File: src/inc/fapg_map.vh
`ifndef FAPG_MAP_VH
`define FAPG_MAP_VH

// Clock period of the internal time base in nanoseconds (100 ns).
`define FAPG_CLK_PERIOD_NS 32'h0000_0064
// One millisecond in nanoseconds.
`define FAPG_MS_NS 32'h000f_4240
// Milliseconds in one second of the time base.
`define FAPG_SECOND_MS 10'h3e8
// Width programming step in milliseconds (20 ms).
`define FAPG_STEP_MS 10'h014
// Reset width in steps: 5 steps of 20 ms gives 100 ms.
`define FAPG_WIDTH_RST_STEPS 6'h05
// Smallest programmable width in steps (20 ms).
`define FAPG_WIDTH_MIN_STEPS 6'h01
// Largest width in steps, once per second variant (980 ms).
`define FAPG_WIDTH_MAX_1PPS 6'h31
// Largest width in steps, five per second variant (180 ms).
`define FAPG_WIDTH_MAX_5PPS 6'h09
// Seconds of valid fix needed before edges count as aligned.
`define FAPG_ALIGN_SECS 3'h4
// Sentence slot index of the lead fix sentence in a record.
`define FAPG_SLOT_LEAD 3'h0

`endif

File: src/hw/fapg_ms_tick.v
`timescale 1ns/100ps
// Millisecond prescaler; restart_i realigns the grid to an epoch.
module fapg_ms_tick #(
    parameter CYC_PER_MS = 10000,
    parameter CNT_W = 14
) (
    input wire clk_i,
    input wire rst_b_i,
    input wire restart_i,
    output reg tick_o
);

    localparam [CNT_W-1:0] LAST = CYC_PER_MS - 1;

    reg [CNT_W-1:0] cnt;

    // A restart zeroes the count so every later tick sits a whole
    // number of milliseconds after the epoch.
    always @(posedge clk_i or negedge rst_b_i)
    begin
        if (!rst_b_i)
        begin
            cnt <= {CNT_W{1'b0}};
            tick_o <= 1'b0;
        end
        else if (restart_i)
        begin
            cnt <= {CNT_W{1'b0}};
            tick_o <= 1'b0;
        end
        else if (cnt == LAST)
        begin
            cnt <= {CNT_W{1'b0}};
            tick_o <= 1'b1;
        end
        else
        begin
            cnt <= cnt + {{(CNT_W-1){1'b0}}, 1'b1};
            tick_o <= 1'b0;
        end
    end

endmodule // fapg_ms_tick

File: src/hw/fapg_pulse_gen.v
`timescale 1ns/100ps
`include "fapg_map.vh"
// Operation
// RULE1 - Pulse output stays low until first fix, then runs until power off.
// RULE2 - After 4 s valid fix, rising edges sit on the second start.
// RULE3 - One per second: width 100 ms default, 20 to 980 ms in 20 ms.
// RULE4 - Five per second: width 100 ms default, 20 to 180 ms in 20 ms.
// RULE5 - Five per second variant emits five pulses each second after fix.
// RULE6 - Host sets width via the sensor config sentence, thirteenth field.
// RULE7 - Record after each edge reports that edge; lead fix sentence first.
// RULE8 - Reported data refer to the edge just before the lead fix sentence.
// RULE9 - Edge alignment is only assured while a valid fix is computed.
// RULE10 - Host sets serial rate via the config sentence, tenth field.
// RULE11 - Pulse rises at the edge, falls after width in counted milliseconds.
module fapg_pulse_gen #(
    parameter PULSES_PER_SEC = 5,
    parameter CYC_PER_MS = `FAPG_MS_NS / `FAPG_CLK_PERIOD_NS
) (
    input wire clk_i,
    input wire rst_b_i,
    input wire fix_valid_i,
    input wire second_start_i,
    input wire width_wr_i,
    input wire [5:0] width_steps_i,
    input wire sentence_done_i,
    output reg second_mark_pulse_o,
    output reg edge_snapshot_o,
    output reg record_start_o,
    output reg [2:0] sentence_slot_o,
    output reg [2:0] pulse_index_o,
    output reg aligned_o,
    output reg [5:0] width_steps_o,
    output reg width_reject_o
);

    localparam [9:0] PERIOD_MS = `FAPG_SECOND_MS / PULSES_PER_SEC;
    localparam [2:0] LAST_IDX = PULSES_PER_SEC - 1;
    localparam [5:0] MAX_STEPS = (PULSES_PER_SEC == 1) ?
        `FAPG_WIDTH_MAX_1PPS : `FAPG_WIDTH_MAX_5PPS;

    reg started;
    reg [9:0] per_ms;
    reg [9:0] hi_ms;
    reg [2:0] valid_secs;
    reg at_end;
    wire ms_tick;
    wire restart;
    wire wrap;
    wire mark_edge;
    wire [9:0] width_ms;
    wire [9:0] next_hi_ms;

    // A second start is only trusted while the fix is valid; without a
    // fix the counters free run on the internal time base instead.
    assign restart = second_start_i & fix_valid_i; // [RULE9]
    assign wrap = ms_tick & (per_ms == PERIOD_MS - 10'h001);
    // The last period of a second waits for the epoch while the fix
    // holds, so a free-run wrap never lands just before the real edge.
    assign mark_edge = (started | fix_valid_i) &
        (restart | (wrap & !(at_end & fix_valid_i))); // [RULE1] [RULE2]
    assign width_ms = {4'h0, width_steps_o} * `FAPG_STEP_MS;
    assign next_hi_ms = hi_ms + 10'h001;

    fapg_ms_tick #(
        .CYC_PER_MS(CYC_PER_MS),
        .CNT_W(14)
    ) u_tick (
        .clk_i(clk_i),
        .rst_b_i(rst_b_i),
        .restart_i(restart),
        .tick_o(ms_tick)
    );

    // Once the first fix is seen the output never stops again.
    always @(posedge clk_i or negedge rst_b_i)
    begin
        if (!rst_b_i)
            started <= 1'b0;
        else if (fix_valid_i)
            started <= 1'b1; // [RULE1]
    end

    // Count whole seconds of continuous valid fix for the aligned flag.
    always @(posedge clk_i or negedge rst_b_i)
    begin
        if (!rst_b_i)
        begin
            valid_secs <= 3'h0;
            aligned_o <= 1'b0;
        end
        else if (!fix_valid_i)
        begin
            valid_secs <= 3'h0;
            aligned_o <= 1'b0; // [RULE9]
        end
        else if (second_start_i && valid_secs != `FAPG_ALIGN_SECS)
        begin
            valid_secs <= valid_secs + 3'h1;
            aligned_o <= (valid_secs + 3'h1) == `FAPG_ALIGN_SECS; // [RULE2]
        end
    end

    // Period and pulse index counters, reset to zero by the epoch.
    always @(posedge clk_i or negedge rst_b_i)
    begin
        if (!rst_b_i)
        begin
            per_ms <= 10'h000;
            pulse_index_o <= 3'h0;
            at_end <= 1'b0;
        end
        else if (restart)
        begin
            per_ms <= 10'h000;
            pulse_index_o <= 3'h0; // [RULE2]
            at_end <= (LAST_IDX == 3'h0);
        end
        else if (wrap && !(at_end && fix_valid_i))
        begin
            per_ms <= 10'h000;
            if (at_end)
            begin
                pulse_index_o <= 3'h0;
                at_end <= (LAST_IDX == 3'h0);
            end
            else
            begin
                pulse_index_o <= pulse_index_o + 3'h1; // [RULE5]
                at_end <= (pulse_index_o + 3'h1) == LAST_IDX;
            end
        end
        else if (ms_tick && !wrap)
            per_ms <= per_ms + 10'h001;
    end

    // Pulse high from the edge until the width in milliseconds is spent.
    // The edge is one clock after the epoch strobe, well inside 1 us.
    always @(posedge clk_i or negedge rst_b_i)
    begin
        if (!rst_b_i)
        begin
            second_mark_pulse_o <= 1'b0;
            hi_ms <= 10'h000;
        end
        else if (mark_edge)
        begin
            second_mark_pulse_o <= 1'b1; // [RULE11] [RULE5]
            hi_ms <= 10'h000;
        end
        else if (second_mark_pulse_o && ms_tick)
        begin
            hi_ms <= next_hi_ms;
            if (next_hi_ms >= width_ms)
                second_mark_pulse_o <= 1'b0; // [RULE11]
        end
    end

    // Width from the config sentence parser, in 20 ms steps. Values out
    // of range for this variant are refused and the old width is kept.
    always @(posedge clk_i or negedge rst_b_i)
    begin
        if (!rst_b_i)
        begin
            width_steps_o <= `FAPG_WIDTH_RST_STEPS; // [RULE3] [RULE4]
            width_reject_o <= 1'b0;
        end
        else
        begin
            width_reject_o <= 1'b0;
            if (width_wr_i)
            begin
                if (width_steps_i >= `FAPG_WIDTH_MIN_STEPS &&
                    width_steps_i <= MAX_STEPS)
                    width_steps_o <= width_steps_i; // [RULE3] [RULE4]
                else
                    width_reject_o <= 1'b1;
            end
        end
    end

    // Each edge latches the time and position and opens a new record
    // whose first slot is the lead fix sentence. A new edge always
    // restarts the record, so data never refer to an older edge.
    always @(posedge clk_i or negedge rst_b_i)
    begin
        if (!rst_b_i)
        begin
            edge_snapshot_o <= 1'b0;
            record_start_o <= 1'b0;
            sentence_slot_o <= `FAPG_SLOT_LEAD;
        end
        else
        begin
            edge_snapshot_o <= mark_edge; // [RULE8]
            record_start_o <= edge_snapshot_o; // [RULE7]
            if (mark_edge)
                sentence_slot_o <= `FAPG_SLOT_LEAD; // [RULE7] [RULE8]
            else if (sentence_done_i && sentence_slot_o != 3'h7)
                sentence_slot_o <= sentence_slot_o + 3'h1;
        end
    end

endmodule // fapg_pulse_gen

File: config.mk
export PLATFORM = sky130hd
export DESIGN_NAME = fapg_pulse_gen
export DESIGN_NICKNAME = d
export VERILOG_FILES = /design/src/hw/fapg_ms_tick.v /design/src/hw/fapg_pulse_gen.v
export VERILOG_INCLUDE_DIRS = /design/src /design/src/inc
export SDC_FILE = /design/constraint.sdc
export NUM_CORES = 1
export LEC_CHECK = 0
export BUFFER_PORTS_ARGS = -buffer_cell sky130_fd_sc_hd__buf_2
export CORE_AREA = 5 5 80 82
export DETAILED_ROUTE_END_ITERATION = 8
export DIE_AREA = 0 0 85 87
export GPL_ROUTABILITY_DRIVEN = 0
export PLACE_DENSITY_LB_ADDON = 0.08
export SLEW_MARGIN = 20
export SYNTH_ARGS = -nofsm -noshare
export SYNTH_HDL_FRONTEND = slang
export SYNTH_HIERARCHICAL = 1
export SYNTH_SLANG_ARGS = --single-unit
File: constraint.sdc
create_clock -name clk_i -period 3.9 [get_ports clk_i]
set_clock_uncertainty 0.1 [all_clocks]
set_input_delay 0.195 -clock clk_i [delete_from_list [all_inputs] [get_ports clk_i]]
set_output_delay 0.195 -clock clk_i [all_outputs]
set_load 0.05 [all_outputs]
==> results.txt <==
run status = complete, no violations
Cell Area, Placed = 3460 µm²
Reg clk slew, reported paths = 0.07 ns
reg-to-reg slack, setup = 1.16 ns
Setup CP Type = reg2reg
first-pass GRT wire length = 10330 µm
Cell Pwr Density = 411.6 nW/µm²
register area = 1429 µm²
Final Hold Viols = 0
met3 wire length = 170 µm
Clock Path Buffers = 2
Worst-Margin Slew = 0.6739 ns
cts bufs inserted = 9
share of cells above drive strength 1 = 0.1773
WP data required = 4.03 ns
hpwl dp = 4154 µm
Final Cycle Share = 0.7029
post-synthesis sequential area ratio = 0.4397
post-synthesis cell area = 3249 µm²
Worst Setup Start Kind = flip-flop
Tmin final = 2.741 ns
largest net degree at the start of global routing = 35
DR vias/cell = 5.374
final std cells w/o fill = 436
Initial Util = 0.5725
count of different cell masters after synthesis = 39
TritonCTS clock tree = built
finished layout cell area = 3661 µm²
Multi-input gate area = 1725 µm²
nets = 397
# placed instances = 418
most frequent cells in the layout = 55 x dfrtp_1, 47 x nor2_1, 28 x ha_1, 28 x buf_2
Top Layer Used = met4
Pins Over Slew Limit = 0
vias in the first global route = 2382
crit path DAT = 2.87 ns
maximum vdd drop = 0.0002711 V
Metal-1 WL = 2731 µm
Avg Inst Size Synth = 10.15 µm²
Max Cap Viol = 0
WL final = 5779 µm
area grow syn2layout = 12.67%
CORE AREA = 5675 µm²
RSZ-0062 raised after global routing = no
die extent in y = 87 µm
DRC violations left = 0
port bufs = 28
post-cts sizing count = 0
post-place setup slack = 1.160 ns
total track usage = 0.1763
Filler cells = 496
crit path max fanout = 4
Iter 0 DRT Violations = 113
Setup violations, final = 0
Lkg Pwr = 1.821 nW
Ant. Diodes = 0
met2 wire len = 2767 µm
Root Driver = clkbuf_8
via count = 2343
final setup margin = 1.159 ns
worst-skew pair later-pin latency = 0.33 ns
die area = 7395 µm²
max frequency = 0.3648 GHz
drt wl/cell = 13.25 µm
setup TNS = 0 ns
Boundary Pins = 29
post-route antenna net violation count = 0
total clock sinks = 57
drt pass-1 iters = 4
Yosys warnings = 6
final core utilization = 0.6451
Mapped Nets = 361
most common cell after layout, fill and taps aside = dfrtp_1
Max H-tree Level = 3
#FFs+latches synth = 57
Post-Syn Instances = 320
Hold Path Class = in2reg
Congestion Overflow GR = 0
Worst setup EP type = flip-flop
Relative slew margins = 0.5481
Core Rows = 28
initial antenna violation count = 0
chip width = 85 µm
-- through the flow --
stage	hold WS, ns	power [W]
floorplan	-0.2006	0.0009369
global placement	0.1182	0.001017
finish	0.02328	0.001507
detailed placement	0.1204	0.001030
global route	0.02210	0.001610
CTS	0.01017	0.001537
-- path summary, 6_finish.rpt --
check | start | to | cells past startpoint
setup / recovery | width_steps_o[2] | second_mark_pulse_o | 12
hold / removal | width_steps_i[1] | width_steps_o[1] | 2
setup reg to reg | width_steps_o[2] | second_mark_pulse_o | 12
hold reg to reg | edge_snapshot_o | record_start_o | 0
max in group asynchronous | rst_b_i | width_steps_o[2] | 3
min in group asynchronous | rst_b_i | sentence_slot_o[0] | 2
-- cell families after synthesis --
group,Yosys count,share of synthesized area
buf+inv,23,0.02926
mux,11,0.03543
simple gates,130,0.2160
flops,57,0.4397
fa+ha+maj,29,0.1140
xor+xnor,42,0.1132
compound gates,28,0.05237
-- flip-flops by register name, summed over array words and instances (netlist names), 3 cells and up --
signal           count
u_tick/cnt          14
hi_ms               10
per_ms              10
width_steps_o        6
pulse_index_o        3
sentence_slot_o      3
valid_secs           3
-- cell usage after synthesis, drive strengths merged --
cell	number	area, µm²
dfrtp	55	1376
nor2	48	182.7
ha	28	350.3
xnor2	21	183.9
xor2	21	183.9
nand3	20	100.1
inv	17	63.81
nand2	13	48.80
a21oi	12	60.06
nand4	11	98.84
nor3	10	50.05
mux2i	7	70.07
o21ai	7	35.03
and3	6	40.03
and2	5	31.28
a21boi	4	33.78
mux2	4	45.04
nor2b	4	25.02
nor4	4	55.05
a31o	3	26.28
buf	3	20.01
clkbuf	3	11.26
a21o	2	15.01
dfstp	2	52.55
nand2b	2	15.02
nor4b	2	17.52
and2b	1	7.510
and4	1	8.760
fa	1	20.02
or2	1	6.260
or3	1	6.260
or3b	1	8.760
-- power breakdown --
group          internal [W]  switching [W]  total [W]
Clock              0.000261       0.000232   0.000493
Sequential         0.000639      0.0000471   0.000686
Combinational      0.000112       0.000216   0.000328
Total               0.00101       0.000495    0.00151
-- critical path, stage by stage, from the launching register on --
cell and delay, ns:
dfstp_2 0.56, ha_1 0.15, ha_1 0.16, inv_1 0.06, fa_1 0.40, inv_1 0.07, a21o_1 0.10, a21oi_1 0.07
xor2_1 0.14, ha_1 0.29, a21boi_0 0.20, o21ai_0 0.10, a31o_2 0.25
-- area by class of cell --
class | count | area share
multi-input cells | 240 | 0.4713
flip-flops and latches | 57 | 0.3903
inverters | 17 | 0.01743
clock inverters | 5 | 0.008202
well taps | 75 | 0.02563
clock buffers | 11 | 0.04135
repair buffers | 31 | 0.04580
-- metal layers --
metal  GRT usage  vias up
met3     0.04257       14
met2      0.2888       36
met5           0        -
li1            -     1166
met1      0.2163     1127
met4     0.09209        0
-- what timing repair did --
| action | in CTS | in global routing |
|---|---|---|
| buffers inserted | 0 | 0 |
| hold buffers | 2 | 0 |
| hold endpoints to repair | 24 | 0 |
No activity file was read; power rests on OpenSTA's default activity.
